File: config.mk
export PLATFORM = sky130hd
export DESIGN_NAME = ttc_cache
export DESIGN_NICKNAME = d
export VERILOG_FILES = /design/src/hdl/ttc_pkg.sv /design/src/hdl/ttc_page_sizer.sv /design/src/hdl/ttc_entry_match.sv /design/src/hdl/ttc_cache.sv
export SDC_FILE = /design/constraint.sdc
export NUM_CORES = 2
export LEC_CHECK = 0
export BUFFER_PORTS_ARGS = -buffer_cell sky130_fd_sc_hd__buf_2
export CAP_MARGIN = 20
export CORE_ASPECT_RATIO = 1.75
export CORE_MARGIN = 3
export CORE_UTILIZATION = 45
export DETAILED_ROUTE_END_ITERATION = 6
export PLACE_DENSITY = 0.71
export SYNTH_ARGS = -nofsm -noshare
export SYNTH_HDL_FRONTEND = slang
export SYNTH_SLANG_ARGS = --single-unit
export TNS_END_PERCENT = 30
File: constraint.sdc
create_clock -name clk -period 68.4 [get_ports clk]
set_clock_uncertainty 0.15 [all_clocks]
set_input_delay 17.1 -clock clk [delete_from_list [all_inputs] [get_ports clk]]
set_output_delay 17.1 -clock clk [all_outputs]
set_load 0.02 [all_outputs]
File: src/hdl/ttc_pkg.sv
// constants, types and helpers shared by the tagged translation cache
package ttc_pkg;

    localparam int TTC_TAG_W = 12;
    localparam int TTC_LIN_W = 48;
    localparam int TTC_PHYS_W = 52;
    localparam int TTC_VPN_W = 36;
    localparam int TTC_PFN_W = 40;
    localparam int TTC_OFS_W = 12;
    localparam int TTC_MT_W = 3;
    localparam int TTC_ENTRIES = 8;
    localparam int TTC_IDX_W = 3;

    // control register bit positions
    localparam int TTC_TEF_BIT = 17;
    localparam int TTC_LPE_BIT = 4;
    localparam int TTC_EXT_BIT = 5;
    localparam int TTC_PG_BIT = 31;

    // control register write selects
    localparam logic [1:0] TTC_SEL_SYSC = 2'h0;
    localparam logic [1:0] TTC_SEL_BASE = 2'h2;
    localparam logic [1:0] TTC_SEL_FCR = 2'h3;

    // values after reset
    localparam logic [31:0] TTC_SYSC_RST = 32'h0000_0000;
    localparam logic [31:0] TTC_FCR_RST = 32'h0000_0000;
    localparam logic [63:0] TTC_BASE_RST = 64'h0000_0000_0000_0000;
    localparam logic [TTC_TAG_W-1:0] TTC_TAG_NONE = 12'h000;
    localparam logic [TTC_IDX_W-1:0] TTC_VICTIM_RST = 3'h0;
    localparam logic [TTC_MT_W-1:0] TTC_MT_UNPAGED = 3'h0;

    // page-number bits that fall into the offset, by page size
    localparam logic [TTC_VPN_W-1:0] TTC_MASK_4K = 36'h0_0000_0000;
    localparam logic [TTC_VPN_W-1:0] TTC_MASK_2M = 36'h0_0000_01ff;
    localparam logic [TTC_VPN_W-1:0] TTC_MASK_4M = 36'h0_0000_03ff;
    localparam logic [TTC_VPN_W-1:0] TTC_MASK_1G = 36'h0_0003_ffff;

    typedef enum logic [1:0] {
        TTC_MODE_OFF = 2'b00,
        TTC_MODE_P32 = 2'b01,
        TTC_MODE_EXT = 2'b10,
        TTC_MODE_FOUR = 2'b11
    } ttc_mode_type;

    typedef enum logic [1:0] {
        TTC_SZ_4K = 2'b00,
        TTC_SZ_2M = 2'b01,
        TTC_SZ_4M = 2'b10,
        TTC_SZ_1G = 2'b11
    } ttc_size_type;

    typedef struct packed {
        logic valid;
        logic [TTC_TAG_W-1:0] tag;
        logic global_page;
        ttc_size_type size;
        logic [TTC_VPN_W-1:0] vpn;
        logic [TTC_PFN_W-1:0] frame;
        logic rw;
        logic us;
        logic xd;
        logic dirty;
        logic [TTC_MT_W-1:0] mtype;
    } ttc_entry_type;

    function automatic logic [TTC_VPN_W-1:0] ttc_offset_mask(input ttc_size_type sz);
        unique case (sz)
            TTC_SZ_4K: return TTC_MASK_4K;
            TTC_SZ_2M: return TTC_MASK_2M;
            TTC_SZ_4M: return TTC_MASK_4M;
            TTC_SZ_1G: return TTC_MASK_1G;
        endcase
    endfunction

endpackage

File: src/hdl/ttc_page_sizer.sv
// page size of a fresh walk result from paging mode and page-size bits
`timescale 1ns/100ps
module ttc_page_sizer (
    input wire ttc_pkg::ttc_mode_type mode,
    input wire logic large_page_enable,
    input wire logic dir_pointer_ps,
    input wire logic directory_ps,
    output ttc_pkg::ttc_size_type size
);
    import ttc_pkg::*;

    always_comb begin
        size = TTC_SZ_4K;
        unique case (mode)
            TTC_MODE_P32: begin
                if (large_page_enable && directory_ps) begin
                    size = TTC_SZ_4M;
                end
            end
            TTC_MODE_EXT: begin
                if (directory_ps) begin
                    size = TTC_SZ_2M;
                end
            end
            TTC_MODE_FOUR: begin
                if (dir_pointer_ps) begin
                    size = TTC_SZ_1G;
                end else if (directory_ps) begin
                    size = TTC_SZ_2M;
                end
            end
            TTC_MODE_OFF: size = TTC_SZ_4K;
        endcase
    end

endmodule

File: src/hdl/ttc_entry_match.sv
// hit test of one cached translation against a lookup
`timescale 1ns/100ps
module ttc_entry_match (
    input wire ttc_pkg::ttc_entry_type entry,
    input wire logic [ttc_pkg::TTC_VPN_W-1:0] vpn,
    input wire logic [ttc_pkg::TTC_TAG_W-1:0] cur_tag,
    output logic hit
);
    import ttc_pkg::*;

    logic [TTC_VPN_W-1:0] ignore;
    logic vpn_eq;
    logic tag_ok;

    always_comb begin
        ignore = ttc_offset_mask(entry.size);
        vpn_eq = ((entry.vpn ^ vpn) & ~ignore) == '0;
        tag_ok = (entry.tag == cur_tag) || entry.global_page;
        hit = entry.valid && vpn_eq && tag_ok;
    end

endmodule

File: src/hdl/ttc_cache.sv
// tagged translation cache: control registers, lookup and fill
//
// How it works
// - memory type served from cached entries
// - current tag is base bits, else zero
// - tag enable sits at bit 17
// - illegal tag enable rise faults, no change
// - paging off with tags enabled faults
// - tags only enabled in four-level paging
// - new entries stored with current tag
// - lookups match only current-tag or global entries
// - tags disabled means only tag zero cached
// - clearing tag enable flushes every entry
// - tag switch keeps other-tag entries cached
// - frame high bits, linear offset low bits
// - 32-bit: 4M or 4K page numbers
// - extended 32-bit: 2M or 4K pages
// - four-level: 1G, 2M or 4K pages
// - global entries hit under any tag
// - entry holds frame, rights, dirty, type
// - cache only valid, fully accessed walks
`timescale 1ns/100ps
module ttc_cache (
    input wire logic clk,
    input wire logic sys_rst,
    input wire logic cr_wr_valid,
    input wire logic [1:0] cr_wr_sel,
    input wire logic [63:0] cr_wr_data,
    input wire logic long_mode_active,
    input wire logic inv_all,
    input wire logic lk_valid,
    input wire logic [ttc_pkg::TTC_LIN_W-1:0] lk_addr,
    input wire logic fill_valid,
    input wire logic [ttc_pkg::TTC_LIN_W-1:0] fill_addr,
    input wire logic [ttc_pkg::TTC_PFN_W-1:0] fill_frame,
    input wire logic fill_dir_pointer_ps,
    input wire logic fill_directory_ps,
    input wire logic fill_rw,
    input wire logic fill_us,
    input wire logic fill_xd,
    input wire logic fill_dirty,
    input wire logic fill_global,
    input wire logic [ttc_pkg::TTC_MT_W-1:0] fill_mtype,
    input wire logic fill_walk_ok,
    input wire logic fill_accessed_all,
    output logic [31:0] system_control_reg,
    output logic [31:0] fourth_control_reg,
    output logic [63:0] translation_base_reg,
    output logic [ttc_pkg::TTC_TAG_W-1:0] address_space_tag,
    output logic protection_fault,
    output logic lk_done,
    output logic lk_hit,
    output logic lk_walk_req,
    output logic [ttc_pkg::TTC_PHYS_W-1:0] lk_phys,
    output logic lk_rw,
    output logic lk_us,
    output logic lk_xd,
    output logic lk_dirty,
    output logic [ttc_pkg::TTC_MT_W-1:0] lk_mtype,
    output logic fill_done,
    output logic fill_accessed_req
);
    import ttc_pkg::*;

    typedef struct packed {
        ttc_entry_type [TTC_ENTRIES-1:0] ent;
        logic [TTC_IDX_W-1:0] victim;
        logic [31:0] sysc;
        logic [31:0] fcr;
        logic [63:0] base;
        logic [TTC_TAG_W-1:0] tag;
        logic fault;
        logic lk_done;
        logic lk_hit;
        logic lk_walk;
        logic [TTC_PHYS_W-1:0] lk_phys;
        logic lk_rw;
        logic lk_us;
        logic lk_xd;
        logic lk_dirty;
        logic [TTC_MT_W-1:0] lk_mtype;
        logic fill_done;
        logic fill_acc_req;
    } ttc_state_type;

    ttc_state_type q;
    ttc_state_type next_q;

    ttc_mode_type mode;
    ttc_size_type fill_size;
    logic [TTC_ENTRIES-1:0] hit_vec;
    ttc_entry_type sel;
    logic [TTC_PFN_W-1:0] keep_lin;
    logic [TTC_PFN_W-1:0] lin_pfn;
    logic flush;
    logic tef_old;
    logic tef_new;
    logic bad_rise;
    logic bad_pg_clear;
    logic tef_clear;
    logic fill_take;
    ttc_entry_type fresh;

    // active paging mode from the committed control registers
    always_comb begin
        if (!q.sysc[TTC_PG_BIT]) begin
            mode = TTC_MODE_OFF;
        end else if (long_mode_active) begin
            mode = TTC_MODE_FOUR;
        end else if (q.fcr[TTC_EXT_BIT]) begin
            mode = TTC_MODE_EXT;
        end else begin
            mode = TTC_MODE_P32;
        end
    end

    ttc_page_sizer u_sizer (
        .mode(mode),
        .large_page_enable(q.fcr[TTC_LPE_BIT]),
        .dir_pointer_ps(fill_dir_pointer_ps),
        .directory_ps(fill_directory_ps),
        .size(fill_size)
    );

    generate
        for (genvar gi = 0; gi < TTC_ENTRIES; gi++) begin : g_match
            ttc_entry_match u_match (
                .entry(q.ent[gi]),
                .vpn(lk_addr[TTC_LIN_W-1:TTC_OFS_W]),
                .cur_tag(q.tag),
                .hit(hit_vec[gi])
            );
        end
    endgenerate

    // lowest-index hit wins when page sizes overlap
    always_comb begin
        sel = '0;
        for (int i = TTC_ENTRIES - 1; i >= 0; i--) begin
            if (hit_vec[i]) begin
                sel = q.ent[i];
            end
        end
        keep_lin = {4'h0, ttc_offset_mask(sel.size)};
        lin_pfn = {4'h0, lk_addr[TTC_LIN_W-1:TTC_OFS_W]};
    end

    // write legality, judged against the committed registers
    always_comb begin
        tef_old = q.fcr[TTC_TEF_BIT];
        tef_new = cr_wr_data[TTC_TEF_BIT];
        // tags may only come on in four-level paging with base tag zero
        bad_rise = !tef_old && tef_new
            && (mode != TTC_MODE_FOUR || q.base[TTC_TAG_W-1:0] != TTC_TAG_NONE);
        bad_pg_clear = tef_old && !cr_wr_data[TTC_PG_BIT];
        tef_clear = tef_old && !tef_new;
        fill_take = fill_valid && mode != TTC_MODE_OFF && fill_walk_ok;
    end

    // entry built from a walk result, under the tag current before this edge
    always_comb begin
        fresh.valid = 1'b1;
        fresh.tag = q.tag;
        fresh.global_page = fill_global;
        fresh.size = fill_size;
        // full page number kept; the size mask trims it at lookup
        fresh.vpn = fill_addr[TTC_LIN_W-1:TTC_OFS_W];
        fresh.frame = fill_frame;
        fresh.rw = fill_rw;
        fresh.us = fill_us;
        fresh.xd = fill_xd;
        fresh.dirty = fill_dirty;
        fresh.mtype = fill_mtype;
    end

    always_comb begin
        next_q = q;
        next_q.fault = 1'b0;
        next_q.lk_done = 1'b0;
        next_q.lk_hit = 1'b0;
        next_q.lk_walk = 1'b0;
        next_q.fill_done = 1'b0;
        next_q.fill_acc_req = 1'b0;
        flush = inv_all;

        // control register writes
        if (cr_wr_valid) begin
            unique case (cr_wr_sel)
                TTC_SEL_SYSC: begin
                    if (bad_pg_clear) begin
                        next_q.fault = 1'b1;
                    end else begin
                        next_q.sysc = cr_wr_data[31:0];
                    end
                end
                TTC_SEL_FCR: begin
                    if (bad_rise) begin
                        next_q.fault = 1'b1;
                    end else begin
                        next_q.fcr = cr_wr_data[31:0];
                        if (tef_clear) begin
                            flush = 1'b1;
                        end
                    end
                end
                TTC_SEL_BASE: begin
                    // entries under the old tag stay cached
                    next_q.base = cr_wr_data;
                end
                default: begin
                end
            endcase
        end

        // tag follows the registers as they stand after this edge
        if (next_q.fcr[TTC_TEF_BIT]) begin
            next_q.tag = next_q.base[TTC_TAG_W-1:0];
        end else begin
            next_q.tag = TTC_TAG_NONE;
        end

        // lookup, answered one cycle later
        if (lk_valid) begin
            next_q.lk_done = 1'b1;
            // paging off: identity map with full rights
            if (mode == TTC_MODE_OFF) begin
                next_q.lk_hit = 1'b1;
                next_q.lk_phys = {4'h0, lk_addr};
                next_q.lk_rw = 1'b1;
                next_q.lk_us = 1'b1;
                next_q.lk_xd = 1'b0;
                next_q.lk_dirty = 1'b0;
                next_q.lk_mtype = TTC_MT_UNPAGED;
            end else if (|hit_vec) begin
                next_q.lk_hit = 1'b1;
                next_q.lk_phys = {(sel.frame & ~keep_lin) | (lin_pfn & keep_lin),
                                  lk_addr[TTC_OFS_W-1:0]};
                next_q.lk_rw = sel.rw;
                next_q.lk_us = sel.us;
                next_q.lk_xd = sel.xd;
                next_q.lk_dirty = sel.dirty;
                next_q.lk_mtype = sel.mtype;
            end else begin
                next_q.lk_walk = 1'b1;
            end
        end

        // flush beats a fill so no stale-tag entry can survive
        if (flush) begin
            for (int i = 0; i < TTC_ENTRIES; i++) begin
                next_q.ent[i].valid = 1'b0;
            end
        end else if (fill_take) begin
            if (!fill_accessed_all) begin
                next_q.fill_acc_req = 1'b1;
            end else begin
                next_q.ent[q.victim] = fresh;
                // round robin over all entries, wrapping
                next_q.victim = q.victim + 3'h1;
                next_q.fill_done = 1'b1;
            end
        end
    end

    always_ff @(posedge clk or posedge sys_rst) begin
        if (sys_rst) begin
            q <= '0;
            q.victim <= TTC_VICTIM_RST;
            q.sysc <= TTC_SYSC_RST;
            q.fcr <= TTC_FCR_RST;
            q.base <= TTC_BASE_RST;
            q.tag <= TTC_TAG_NONE;
            q.lk_mtype <= TTC_MT_UNPAGED;
        end else begin
            q <= next_q;
        end
    end

    always_comb begin
        system_control_reg = q.sysc;
        fourth_control_reg = q.fcr;
        translation_base_reg = q.base;
        address_space_tag = q.tag;
        protection_fault = q.fault;
        lk_done = q.lk_done;
        lk_hit = q.lk_hit;
        lk_walk_req = q.lk_walk;
        lk_phys = q.lk_phys;
        lk_rw = q.lk_rw;
        lk_us = q.lk_us;
        lk_xd = q.lk_xd;
        lk_dirty = q.lk_dirty;
        lk_mtype = q.lk_mtype;
        fill_done = q.fill_done;
        fill_accessed_req = q.fill_acc_req;
    end

endmodule

==> results.sh <==
export IMPL_worst_slew_pin_slew_ps=1230
export IMPL_p_sw_w=0.000455
export IMPL_synth_flop_cell="dfrtp_1"
export IMPL_required_ps=68820
export IMPL_grt_usage_pct=25.6
export IMPL_cts_resized=0
export IMPL_status="finished clean"
export IMPL_synth_cell_types=78
export IMPL_min_to="q[813]"
export IMPL_r2r_start="address_space_tag[3]"
export IMPL_cts_clk_slew_worst_paths_ps=60
export IMPL_fill_cells=9392
export IMPL_h_tree_depth=3
export IMPL_async_flop_share_pct=100
export IMPL_syn_nets=4792
export IMPL_hold_class="flop to flop"
export IMPL_drive_gt1_share_pct=25.0
export IMPL_grt_pass1_vias=35700
export IMPL_leakage_nw=26.5
export IMPL_critPathTopFamily="buffers and inverters"
export IMPL_num_rows=156
export IMPL_first_pass_iters=5
export IMPL_comb_power_share_pct=17.7
export IMPL_grt_pass1_wl_mm=215
export IMPL_hold_viol_final=0
export IMPL_antenna_found_initial=36
export IMPL_setup_viol=0
export IMPL_ys_seq_area_share_pct=52.9
export IMPL_cts_tree="built"
export IMPL_seqCellArea_mm2=0.0250
export IMPL_viasPerCell=5.65
export IMPL_numCtsBuffers=91
export IMPL_vias=34500
export IMPL_final_cell_mix="nand2_1 (1309), dfrtp_1 (999), mux2_2 (511)"
export IMPL_clock_latency_ps=700
export IMPL_netlist_area_mm2=0.0473
export IMPL_drc=0
export IMPL_hp_start="q[813]"
export IMPL_r2r_end="lk_dirty"
export IMPL_cp_cell_sequence="buf_2 > xnor2_1 > nand4_1 > nor4_1 > nand4_1 > o22ai_1 > buf_4 > nor3_2 > a21bo_2 > clkinv_2 > buf_4 > o211ai_1 > o211a_1"
export IMPL_core_area_mm2=0.104
export IMPL_finalCritPeriodShare_pct=32.1
export IMPL_r2r_slack_ps=62380
export IMPL_peakVddDrop_v=0.0000242
export IMPL_cp_max_fo=55
export IMPL_avgSynthCellArea_um2=10.4
export IMPL_crit_slowest_cell="nor4_1"
export IMPL_die_area_mm2=0.109
export IMPL_grt_max_degree=104
export IMPL_drt_iter0_markers=2899
export IMPL_wirelength_mm=141
export IMPL_yosys_register_bits=1000
export IMPL_post_route_util_pct=50.4
export IMPL_drt_wirelength_per_cell_um=23.1
export IMPL_multi_input_comb_area_mm2=0.0197
export IMPL_reg2reg_depth=12
export IMPL_ant_nets=0
export IMPL_clock_power_share_pct=34.9
export IMPL_gp_congestion=0.915
export IMPL_relSlewSlack_pct=17.7
export IMPL_initial_utilization_pct=45.6
export IMPL_dpl_cell_area_mm2=0.0491
export IMPL_criticalPathCategory="input pin to flop"
export IMPL_ios=426
export IMPL_maxCapViolCount=0
export IMPL_maxSlewViolCount=0
export IMPL_clock_sinks=1000
export IMPL_io_buffers=413
export IMPL_fmax_mhz=45.5
export IMPL_power_density_mw_per_mm2=29.7
export IMPL_largest_reg_flops=795
export IMPL_finalNonFillerCells=6102
export IMPL_crit_buf_inv=4
export IMPL_hold_depth=2
export IMPL_p_int_w=0.00110
export IMPL_nNetsFinal=4889
export IMPL_clock_path_buffers=3
export IMPL_finalSetupTns_ps=0
export IMPL_post_route_cell_area_mm2=0.0523
export IMPL_worstPathArrival_ps=22400
export IMPL_die_h_um=435
export IMPL_synth_edff_count=0
export IMPL_syn2layout_area_growth_pct=10.5
export IMPL_hpwl_mm=92.3
export IMPL_clock_root_buffer="clkbuf_16"
export IMPL_placedCellCount=5909
export IMPL_setup_worst_path_start_class="input pin"
export IMPL_swShare_pct=29.3
export IMPL_crit_path_max_incr_delay_ps=900
export IMPL_cts_hold_buf=0
export IMPL_yosysWarningCount=0
export IMPL_overflow=0
export IMPL_rsz0062_at_grt="no"
export IMPL_synth_cells=4567
export IMPL_finalCriticalPeriod_ps=21980
export IMPL_final_common_cell="nand2_1"
export IMPL_postCtsSetupBuffers=0
export IMPL_die_w_um=251
export IMPL_end_kind="flop"
export IMPL_power_frac_seq_pct=47.3
cell type report:
class                           instances  area share, %
Sequential cell                      1000           47.8
Antenna cell                           20         0.0956
Tap cell                             1343           3.21
Timing Repair Buffer                  488           5.11
Clock buffer                          141           5.25
Inverter                               23          0.182
Clock inverter                         27          0.741
Multi-Input combinational cell       3060           37.6
synth_stat cells, types with 5 or more instances:
master     count  area (um^2)
a2111o_1       9          101
a211oi_1      23          173
a21oi_1       23          115
a221oi_1      11         96.3
a22oi_1       12         90.1
a311o_1       10          100
a311oi_1      31          272
a31oi_1       35          219
and2_1        12         75.1
and3_1        15         93.8
buf_1         22         82.6
buf_2         74          370
buf_4        197         1480
buf_6          5         56.3
clkbuf_1     186          698
dfrtp_1     1000        25000
inv_1         22         82.6
mux2_2       511         5750
mux2i_1       19          190
nand2_1     1312         4920
nand2b_1      18          113
nand3_1       69          345
nand3b_1      15          113
nand4_1       51          319
nor2_1       102          383
nor2b_1       10         62.6
nor3_1        46          230
nor3b_1       15          113
nor4_1        55          344
nor4b_1        7         61.3
o2111ai_1      6         52.6
o211a_1        9         90.1
o211ai_1      11         82.6
o21ai_0       83          415
o22a_1         6         52.6
o22ai_1       22          138
o311ai_0      10         87.6
o31a_1        11         96.3
o31ai_1       10         75.1
or3_1         36          225
xnor2_1      187         1640
xor2_1       200         1750
worst reg2reg max path, delay by kind of cell, from the launching register on:
family	cells	cell delay, ps
AO/OA/AOI/OAI	5	1800
XOR/XNOR	1	160
buffers and inverters	3	1550
flip-flops	1	900
AND/OR/NAND/NOR	3	1350
logic make-up after synthesis:
family                   Yosys count  synth area share, %
XOR/XNOR                         387                 7.16
AND/OR/NAND/NOR                 1785                 16.0
adder cells (fa/ha/maj)            4                0.106
AO/OA/AOI/OAI                    353                 5.39
flip-flops                      1000                 52.9
multiplexers                     531                 12.6
buffers and inverters            507                 5.86
metrics by stage:
step | total power, W | hold slack, ps | worst slack [ps]
6_report | 0.00155 | 318 | 46420
5_1_grt | 0.00162 | 340 | 46300
4_1_cts | 0.00156 | 320 | 46140
3_5_place_dp | 0.00102 | 304 | 45420
3_3_place_gp | 0.00101 | 299 | 45480
2_1_floorplan | 0.000955 | 287 | 23010
power by group through the flow:
stage | Clock [W] | Combinational [W] | Sequential (W)
6_report | 0.000542 | 0.000275 | 0.000734
5_1_grt | 0.000572 | 0.000301 | 0.000745
4_1_cts | 0.000551 | 0.000277 | 0.000734
3_5_place_dp | 0 | 0.000275 | 0.000744
3_3_place_gp | 0 | 0.000268 | 0.000739
2_1_floorplan | 0 | 0.000226 | 0.000729
worst max-delay path by stage:
| stage | start | end | slack, ps | cells past startpoint |
|---|---|---|---|---|
| global placement | lk_addr[18] | lk_dirty | 45480 | 13 |
| finish | lk_addr[39] | lk_dirty | 46420 | 13 |
| global route | lk_addr[39] | lk_phys[36] | 46300 | 13 |
| detailed placement | lk_addr[18] | lk_dirty | 45420 | 13 |
| CTS | lk_addr[18] | lk_dirty | 46140 | 13 |
| floorplan | sys_rst | address_space_tag[0] | 23010 | 1 |
metal layers:
metal  up-vias  global-route usage, %  share of wire, %
met5         -                      0              0.10
met4        22                   15.6               6.5
met3       414                   5.48               7.4
met2      1361                   43.3                49
met1     17300                   29.8                37
li1      15300                      -                 -
Note: power is estimated with default switching activity, not from simulation.
